[config.mk]
export PLATFORM = sky130hd
export DESIGN_NAME = fps_seq
export DESIGN_NICKNAME = d
export VERILOG_FILES = /design/src/include/fps_pkg.sv /design/src/logic/fps_seq.sv
export SDC_FILE = /design/constraint.sdc
export NUM_CORES = 1
export LEC_CHECK = 0
export BUFFER_PORTS_ARGS = -buffer_cell sky130_fd_sc_hd__buf_2
export CAP_MARGIN = 20
export CORE_MARGIN = 2
export CORE_UTILIZATION = 26
export DETAILED_ROUTE_END_ITERATION = 10
export SLEW_MARGIN = 0
export SYNTH_ARGS = -nofsm -noshare
export SYNTH_HDL_FRONTEND = slang
export SYNTH_SLANG_ARGS = --single-unit
[constraint.sdc]
create_clock -name i_mclk -period 2.9 [get_ports i_mclk]
set_input_delay 0.145 -clock i_mclk [delete_from_list [all_inputs] [get_ports i_mclk]]
set_output_delay 0.145 -clock i_mclk [all_outputs]
set_load 0.03 [all_outputs]
[src/include/fps_pkg.sv]
// How it works
// - Program flash one row at a time, 64 instructions from latch buffers.
// - Erase unit is an eight-row page of 512 instructions.
// - Operation code in control bits 3..0; 0010 selects page erase.
// - Erase flag bit 6 and write-permit bit 14 both set for erase.
// - Dummy low-word table write picks the page from page pointer and offset.
// - No erase or program starts without the unlock key sequence.
// - Go bit 15 starts the operation; processor stalls throughout.
// - Go bit clears by hardware when the operation finishes.
// - Code 0001 selects row program; erase flag clear, write permit set.
// - Processor stalls during row programming until the write completes.
package fps_pkg;
  localparam logic [3:0]  ADDR_CONTROL   = 4'h0;
  localparam logic [3:0]  ADDR_KEY       = 4'h1;
  localparam logic [3:0]  ADDR_PAGE_PTR  = 4'h2;
  localparam logic [3:0]  ADDR_ERASE_PG  = 4'h3;
  localparam logic [3:0]  ADDR_STATUS    = 4'h4;
  localparam int          BIT_GO         = 15;
  localparam int          BIT_WPERMIT    = 14;
  localparam int          BIT_ERASE      = 6;
  localparam logic [3:0]  OP_PAGE_ERASE  = 4'h2;
  localparam logic [3:0]  OP_ROW_PROGRAM = 4'h1;
  localparam logic [7:0]  KEY_FIRST      = 8'h55;
  localparam logic [7:0]  KEY_SECOND     = 8'hAA;
  localparam logic [15:0] CONTROL_RESET  = 16'h0000;
  localparam logic [15:0] CONTROL_WMASK  = 16'h404F;
  localparam int          ROW_WORDS      = 64;
  localparam int          PAGE_ROWS      = 8;
  localparam int          PAGE_WORDS     = 512;
  localparam int          ERASE_TIME_NS  = 20000;
  localparam int          PROG_TIME_NS   = 1600;
  localparam int          CLK_PERIOD_NS  = 10;
  localparam int          ERASE_CYCLES   = ERASE_TIME_NS / CLK_PERIOD_NS;
  localparam int          PROG_CYCLES    = PROG_TIME_NS / CLK_PERIOD_NS;
  typedef enum logic [1:0] {FPS_IDLE, FPS_ERASE, FPS_PROG} fps_state_t;
  typedef enum logic [1:0] {KEY_NONE, KEY_GOT55, KEY_OPEN} fps_key_t;
endpackage

[src/logic/fps_seq.sv]
`timescale 1ns/100ps
module fps_seq
  import fps_pkg::*;
#(
  parameter int ADDR_W       = 16,
  parameter int ERASE_CYC    = ERASE_CYCLES,
  parameter int PROG_CYC     = PROG_CYCLES
) (
  input  wire logic              i_mclk,
  input  wire logic              i_rst,
  input  wire logic [3:0]        i_reg_addr,
  input  wire logic [15:0]       i_reg_wdata,
  input  wire logic              i_reg_wr,
  input  wire logic              i_reg_rd,
  output logic      [15:0]       o_reg_rdata,
  input  wire logic              i_tbl_wr_low,
  input  wire logic [15:0]       i_tbl_offset,
  output logic                   o_cpu_stall,
  output logic                   o_flash_erase,
  output logic                   o_flash_program,
  output logic      [ADDR_W-1:0] o_flash_addr
);
  localparam int PG_SHIFT = $clog2(PAGE_WORDS * 2);

  typedef struct packed {
    fps_state_t        st;
    fps_key_t          key;
    logic [15:0]       ctrl;
    logic [7:0]        page_ptr;
    logic [ADDR_W-1:0] erase_page;
    logic [ADDR_W-1:0] row_addr;
    logic [31:0]       cnt;
    logic              done;
    logic              refused;
    logic [15:0]       rdata;
  } fps_regs_t;

  fps_regs_t s_r;
  fps_regs_t s_nxt;

  // Page base from pointer and in-page offset, rounded to page
  function automatic logic [ADDR_W-1:0] page_base(input logic [7:0] ptr,
                                                  input logic [15:0] off);
    logic [39:0] full;
    full = {16'h0000, ptr, off} >> PG_SHIFT;
    page_base = ADDR_W'(full << PG_SHIFT);
  endfunction

  always_comb begin
    logic go_req;
    s_nxt  = s_r;
    go_req = i_reg_wr && (i_reg_addr == ADDR_CONTROL) && i_reg_wdata[BIT_GO];
    // Read data valid the cycle after the read strobe
    s_nxt.rdata = 16'h0000;
    if (i_reg_rd) begin
      unique case (i_reg_addr)
        ADDR_CONTROL:  s_nxt.rdata = s_r.ctrl;
        ADDR_PAGE_PTR: s_nxt.rdata = {8'h00, s_r.page_ptr};
        ADDR_ERASE_PG: s_nxt.rdata = 16'(s_r.erase_page);
        ADDR_STATUS:   s_nxt.rdata = {13'h0000, s_r.refused, s_r.done,
                                      s_r.st != FPS_IDLE};
        default:       s_nxt.rdata = 16'h0000;
      endcase
    end
    if (i_tbl_wr_low && s_r.st == FPS_IDLE) begin
      s_nxt.erase_page = page_base(s_r.page_ptr, i_tbl_offset);
      s_nxt.row_addr   = page_base(s_r.page_ptr, i_tbl_offset);
    end
    unique case (s_r.st)
      FPS_IDLE: begin
        if (i_reg_wr) begin
          // Any write other than the next key step drops the partial key
          s_nxt.key = KEY_NONE;
          if (i_reg_addr == ADDR_KEY) begin
            if (i_reg_wdata[7:0] == KEY_FIRST) begin
              s_nxt.key = KEY_GOT55;
            end else if (i_reg_wdata[7:0] == KEY_SECOND && s_r.key == KEY_GOT55) begin
              s_nxt.key = KEY_OPEN;
            end
          end else if (i_reg_addr == ADDR_PAGE_PTR) begin
            s_nxt.page_ptr = i_reg_wdata[7:0];
          end else if (i_reg_addr == ADDR_STATUS) begin
            s_nxt.done    = s_r.done & ~i_reg_wdata[1];
            s_nxt.refused = s_r.refused & ~i_reg_wdata[2];
          end else if (i_reg_addr == ADDR_CONTROL) begin
            s_nxt.ctrl = (i_reg_wdata & CONTROL_WMASK) | (s_r.ctrl & ~CONTROL_WMASK);
          end
        end
        if (go_req) begin
          s_nxt.cnt = 32'h0000_0000;
          if (s_r.key != KEY_OPEN || !i_reg_wdata[BIT_WPERMIT]) begin
            s_nxt.refused = 1'b1;
          end else if (i_reg_wdata[3:0] == OP_PAGE_ERASE && i_reg_wdata[BIT_ERASE]) begin
            s_nxt.st = FPS_ERASE;
            s_nxt.ctrl[BIT_GO] = 1'b1;
          end else if (i_reg_wdata[3:0] == OP_ROW_PROGRAM && !i_reg_wdata[BIT_ERASE]) begin
            s_nxt.st = FPS_PROG;
            s_nxt.ctrl[BIT_GO] = 1'b1;
          end else begin
            s_nxt.refused = 1'b1;
          end
        end
      end
      FPS_ERASE: begin
        s_nxt.key = KEY_NONE;
        s_nxt.cnt = s_r.cnt + 32'h0000_0001;
        if (s_r.cnt == 32'(ERASE_CYC - 1)) begin
          s_nxt.st = FPS_IDLE;
          s_nxt.ctrl[BIT_GO] = 1'b0;
          s_nxt.done = 1'b1;
        end
      end
      FPS_PROG: begin
        s_nxt.key = KEY_NONE;
        s_nxt.cnt = s_r.cnt + 32'h0000_0001;
        if (s_r.cnt == 32'(PROG_CYC - 1)) begin
          s_nxt.st = FPS_IDLE;
          s_nxt.ctrl[BIT_GO] = 1'b0;
          s_nxt.done = 1'b1;
          // Advance to next row; the next low table write in idle reloads the page base
          s_nxt.row_addr = s_r.row_addr + ADDR_W'(ROW_WORDS * 2);
        end
      end
      // Unused state code falls back to idle rather than locking the core
      default: begin
        s_nxt.st  = FPS_IDLE;
        s_nxt.key = KEY_NONE;
      end
    endcase
  end

  always_ff @(posedge i_mclk or posedge i_rst) begin
    if (i_rst) begin
      s_r <= '{st: FPS_IDLE, key: KEY_NONE, ctrl: CONTROL_RESET, default: '0};
    end else begin
      s_r <= s_nxt;
    end
  end

  assign o_reg_rdata     = s_r.rdata;
  assign o_cpu_stall     = s_r.st != FPS_IDLE;
  assign o_flash_erase   = s_r.st == FPS_ERASE;
  assign o_flash_program = s_r.st == FPS_PROG;
  assign o_flash_addr    = (s_r.st == FPS_ERASE) ? s_r.erase_page : s_r.row_addr;
endmodule

==> out/summary.txt, run 1 <==
Synth warnings: 0
largest net degree at the start of global routing: 60
Syn Std Cell Area: 4740 sq um
clock net sink count: 89
Buf/Inv on CP: 1
Root Driver: clkbuf_16
Fin Setup TNS: 0 ns
first-pass GRT wire length: 18.5 mm
Internal: 2.12 mW
Worst Clk Skew: 0.00942 ns
sequential share of power: 46.3%
setup bufs post-CTS: 0
Clock Path Buffers: 2
CTS tree: done
number of global-route vias before repair: 3665
kind of critical path: reg2reg
Total GRT Usage: 11.6%
pwr/cell area: 477 nW/um^2
leakage power total: 2.60 nW
Rows: 49
Primary FF master, synth: dfrtp_1
Gate Count Post-Synth: 471
initial antenna violation count: 0
final slew viol count: 0
final worst slack: 0.501 ns
crit path time final: 2.40 ns
total CTS buffers: 9
Switch Pwr: 567 uW
worst skew pair latency: 0.34 ns
Max rail drop VDD: 253 uV
# setup viols final: 0
Avg WL per Cell: 14.1 microns
average size of a mapped cell: 10.1 sq um
Area contributors post-synth: dfrtp_1 47%, mux2_2 5.9%, nor2b_1 2.9%
Worst setup EP type: flip-flop
most common cell in the netlist: dfrtp_1
gr ovfl total: 0
via count: 3647
# diodes: 0
Final Wtd Congestion: 0.789
die area: 19300 sq um
htree depth: 3
Yosys reg bits: 89
Yosys cell types: 61
number of synthesized flops with an enable pin: 0
Port Buffers: 57
measured slew at the worst slew-check pin: 0.628 ns
pre-CTS setup slack: 0.516 ns
Critical Path RT: 3.16 ns
cell family with most CP delay: simple AND/OR/NAND/NOR gates
DRT iter0 DRCs: 270
Crit-path slowest cell: or3_1
io pins: 76
initial core utilization: 26.4%
arrival time worst endpoint: 2.66 ns
share of the synthesized area in the top cell type: 46.9%
fin cells: 759
hpwl dp: 7.71 mm
Min Hold Slack: 0.0482 ns
Detail Route Antenna Nets: 0
RSZ-0062 raised after global routing: no
Remaining DRCs: 0
slowest stage delay, CP: 0.42 ns
Post-synth top cells: 89 x dfrtp_1, 36 x nand2_1, 35 x nor2_1, 25 x mux2_2, 22 x nor2b_1
worst hold-check path type: in2reg
Core ar.: 18000 sq um
Die W: 139 microns
Synth area leader: dfrtp_1
Max-cap violations: 0
dpl cells: 742
Total Wirelength: 10.7 mm
power share of the clock group: 50.4%
FILL cells: 1866
Logic pwr share: 3.3%
worst path cell trace: inv_1 > ha_1 > and2_0 > a31o_2 > nand4_2 > or3_1 > a21oi_1
Sw Ratio: 21.1%
First-pass DRT Iterations: 4
Final Hold Viols: 0
Startpoint Class: flip-flop
die span in y: 139 microns
Reg clk slew, reported paths: 0.06 ns
Final period util: 82.7%
Max FO, Critical Path: 10
NumNets Final: 572
share of async-settable or async-resettable flops after synthesis: 100%
layout cells sized above 1: 24.3%
FMAX: 0.417 GHz
relative slew slack: 57.9%
DR vias/cell: 4.81
run status: completed
register area share after synthesis: 46.9%
area grow syn2layout: 18.6%
[power by group through the flow]
stage | Clock [mW] | Combinational, mW | Sequential, mW
after floorplan | 0 | 0.0454 | 1.27
after global placement | 0 | 0.0907 | 1.27
after detailed placement | 0 | 0.0907 | 1.27
after CTS | 1.39 | 0.0929 | 1.24
after global routing | 1.45 | 0.101 | 1.24
final | 1.35 | 0.0896 | 1.24
[registers in the layout (all words and copies together) (netlist names)]
register,flops
o_reg_rdata,14
s_r,75
[layout by cell type, fill, tap and decap left out, types with 6 or more instances in the layout]
cell type / count
o21ai_0: 18
nor3_1: 11
mux2i_1: 10
clkbuf_16: 9
or3_1: 7
buf_2: 57
nor2_1: 35
inv_1: 17
nand3_1: 19
dfrtp_1: 89
buf_4: 14
mux2_2: 25
and2_1: 10
nor4_1: 14
nand4_1: 15
xnor2_1: 13
ha_1: 6
nand2_1: 36
a21oi_1: 8
nor2b_1: 22
[path summary, 6_finish.rpt]
| check | start | to | slack [ns] | cells past startpoint |
|---|---|---|---|---|
| worst max-delay path | s_r[109] | s_r[45] | 0.50 | 7 |
| worst min-delay path | i_tbl_offset[10] | s_r[60] | 0.05 | 3 |
| worst max register to register | s_r[109] | s_r[45] | 0.50 | 7 |
| worst min register to register | s_r[89] | o_reg_rdata[7] | 0.49 | 1 |
| max in group asynchronous | i_rst | s_r[63] | 1.79 | 4 |
| min in group asynchronous | i_rst | s_r[49] | 0.39 | 3 |
[repair_timing]
action                                 4_1_cts  5_1_grt
endpoints found under the hold margin       30        0
setup endpoints to repair                    0        0
resized for setup                            0        0
hold buffers                                 1        0
[through the flow]
| stage | utilization (%) | instance area [sq um] | total power [mW] |
|---|---|---|---|
| 2_1_floorplan | - | 4750 | 1.31 |
| 3_3_place_gp | 29.3 | 5270 | 1.36 |
| 3_5_place_dp | 29.3 | 5270 | 1.36 |
| 4_1_cts | 31.3 | 5630 | 2.72 |
| 5_1_grt | 31.3 | 5630 | 2.79 |
| 6_report | 31.3 | 5630 | 2.69 |
[layer usage]
layer	vias to the layer above	share of wire [%]	global-route usage [%]
li1	1802	-	-
met1	1775	49	15.6
met2	58	47	18.6
met3	12	3.2	2.76
met4	0	1.3	3.46
met5	-	0	0
[kinds of logic after synthesis]
family | synth area share, %
AND/OR/NAND/NOR | 26.6
buffers and inverters | 5.30
XOR/XNOR | 2.95
flip-flops | 46.9
adder cells (fa/ha/maj) | 1.58
multiplexers | 8.04
AO/OA/AOI/OAI | 8.49
other | 0.0790
[worst register-to-register path, delay by kind of cell (launching register included)]
kind	cells	cell delay, ns
adder cells (fa/ha/maj)	1	0.28
buffers and inverters	1	0.12
AO/OA/AOI/OAI	2	0.47
AND/OR/NAND/NOR	3	1.05
flip-flops	1	0.40
[final cells by class]
type / instances / area, sq um / area share (%)
clock inverter: 7 / 125 / 2.22
timing repair buffer: 73 / 420 / 7.47
sequential: 89 / 2230 / 39.6
inverter: 19 / 72.6 / 1.29
tap: 229 / 287 / 5.09
clock buffer: 9 / 225 / 4.00
multi-input combinational: 333 / 2270 / 40.3
Note: power is estimated with default switching activity, not from simulation.
==> inputs of run 2 (changes only) <==
Clock period 2.9 ns to 2.15 ns, I/O delays scaled along.
==> out/summary.txt, run 2 (same netlist as run 1, synthesis figures left out) <==
run status: completed
kind of critical path: reg2reg
Placed Area: 5510 sq um
Max-cap violations: 0
via count: 3766
Worst setup EP type: flip-flop
setup bufs post-CTS: 0
initial antenna violation count: 0
Remaining DRCs: 0
DR vias/cell: 4.77
clock net sink count: 89
number of global-route vias before repair: 3692
Root Driver: clkbuf_16
Die W: 139 microns
# diodes: 0
first-pass GRT wire length: 18.4 mm
Total Wirelength: 11.0 mm
crit path time final: 2.02 ns
First-pass DRT Iterations: 4
final slew viol count: 0
layout cells sized above 1: 30.2%
Multi-input gate area: 2320 sq um
Clock Path Buffers: 2
commonest non-fill, non-tap cells in the layout: 89 x dfrtp_1, 57 x buf_2, 43 x buf_4
initial core utilization: 26.4%
FILL cells: 1834
Core ar.: 18000 sq um
Max FO, Critical Path: 5
die span in y: 139 microns
arrival time worst endpoint: 2.28 ns
worst hold-check path type: in2reg
measured slew at the worst slew-check pin: 0.501 ns
leakage power total: 2.76 nW
worst skew pair latency: 0.34 ns
Startpoint Class: flip-flop
gr ovfl total: 0
htree depth: 3
Port Buffers: 57
total CTS buffers: 9
Critical Path RT: 2.41 ns
fin cells: 789
hpwl dp: 7.75 mm
Worst Clk Skew: 0.00884 ns
leading cell type in the layout, fill and taps excluded: dfrtp_1
Final Wtd Congestion: 0.814
largest net degree at the start of global routing: 90
Reg clk slew, reported paths: 0.07 ns
dpl cells: 772
Avg WL per Cell: 13.9 microns
max reg flops: 75
Total GRT Usage: 11.7%
Final Cell Area: 5910 sq um
Final Core Density: 32.9%
Detail Route Antenna Nets: 0
NumNets Final: 602
Fin Setup TNS: 0 ns
FMAX: 0.495 GHz
# setup viols final: 0
pwr/cell area: 613 nW/um^2
Reg area: 2230 sq um
DRT iter0 DRCs: 220
relative slew slack: 66.6%
Final period util: 94.0%
Rows: 49
Max rail drop VDD: 283 uV
Biggest register: s_r
die area: 19300 sq um
io pins: 76
CTS tree: done
Final Hold Viols: 0
area grow syn2layout: 24.6%
-- run 2: changes by cell type in the layout (fill, tap and decap cells not counted), sizes merged --
cell / delta
clkinvlp: +2
clkinv: -2
buf: +30
-- run 2: what timing repair did --
action / CTS / global route
hold buffers: 1 / 0
setup endpoints to repair: 0 / 40
hold endpoints to repair: 89 / 0
resized for setup: 0 / 11
-- run 2: critical path, stage by stage (launching register included) --
cell      delay, ns
dfrtp_1        0.41
nor4_1         0.36
and4_1         0.32
buf_4          0.14
nand3_1        0.08
or4_1          0.52
o211ai_1       0.10
-- run 2: through the flow --
stage	hold slack (ns)	worst slack [ns]	power, mW
6_report	0.0135	0.130	3.63
3_5_place_dp	0.295	0.0631	1.83
3_3_place_gp	0.292	0.0213	1.83
4_1_cts	0.000223	0.00505	3.69
5_1_grt	0.0177	-0.0175	3.76
2_1_floorplan	0.180	0.0586	1.77
-- run 2: cell type report --
cell class | count | area share (%)
clock buffer | 9 | 3.81
clock inverter | 7 | 2.10
inverter | 19 | 1.27
multi-input combinational | 333 | 39.2
sequential | 89 | 37.7
tap | 229 | 4.85
timing repair buffer | 103 | 11.1
-- run 2: layer usage --
metal	vias up	track usage (%)	share of wire (%)
met2	64	18.8	47
met1	1832	15.4	48
met4	0	4.47	1.7
li1	1852	-	-
met3	18	2.38	3.0
met5	-	0	0
-- run 2: power breakdown --
group          internal [mW]  switching (mW)  total (mW)
Clock                   1.15           0.679        1.83
Combinational         0.0384          0.0873       0.126
Sequential              1.68        0.000758        1.68
Total                   2.86           0.767        3.63
-- run 2: worst paths after layout --
kind                                   from              to  slack, ns  cells after the start
max                                 s_r[43]         s_r[63]       0.13                      6
min                        i_tbl_offset[10]         s_r[60]       0.01                      3
max reg2reg                         s_r[43]         s_r[63]       0.13                      6
min reg2reg                         s_r[89]  o_reg_rdata[7]       0.47                      1
max in group asynchronous             i_rst         s_r[90]       1.33                      4
min in group asynchronous             i_rst         s_r[19]       0.44                      4
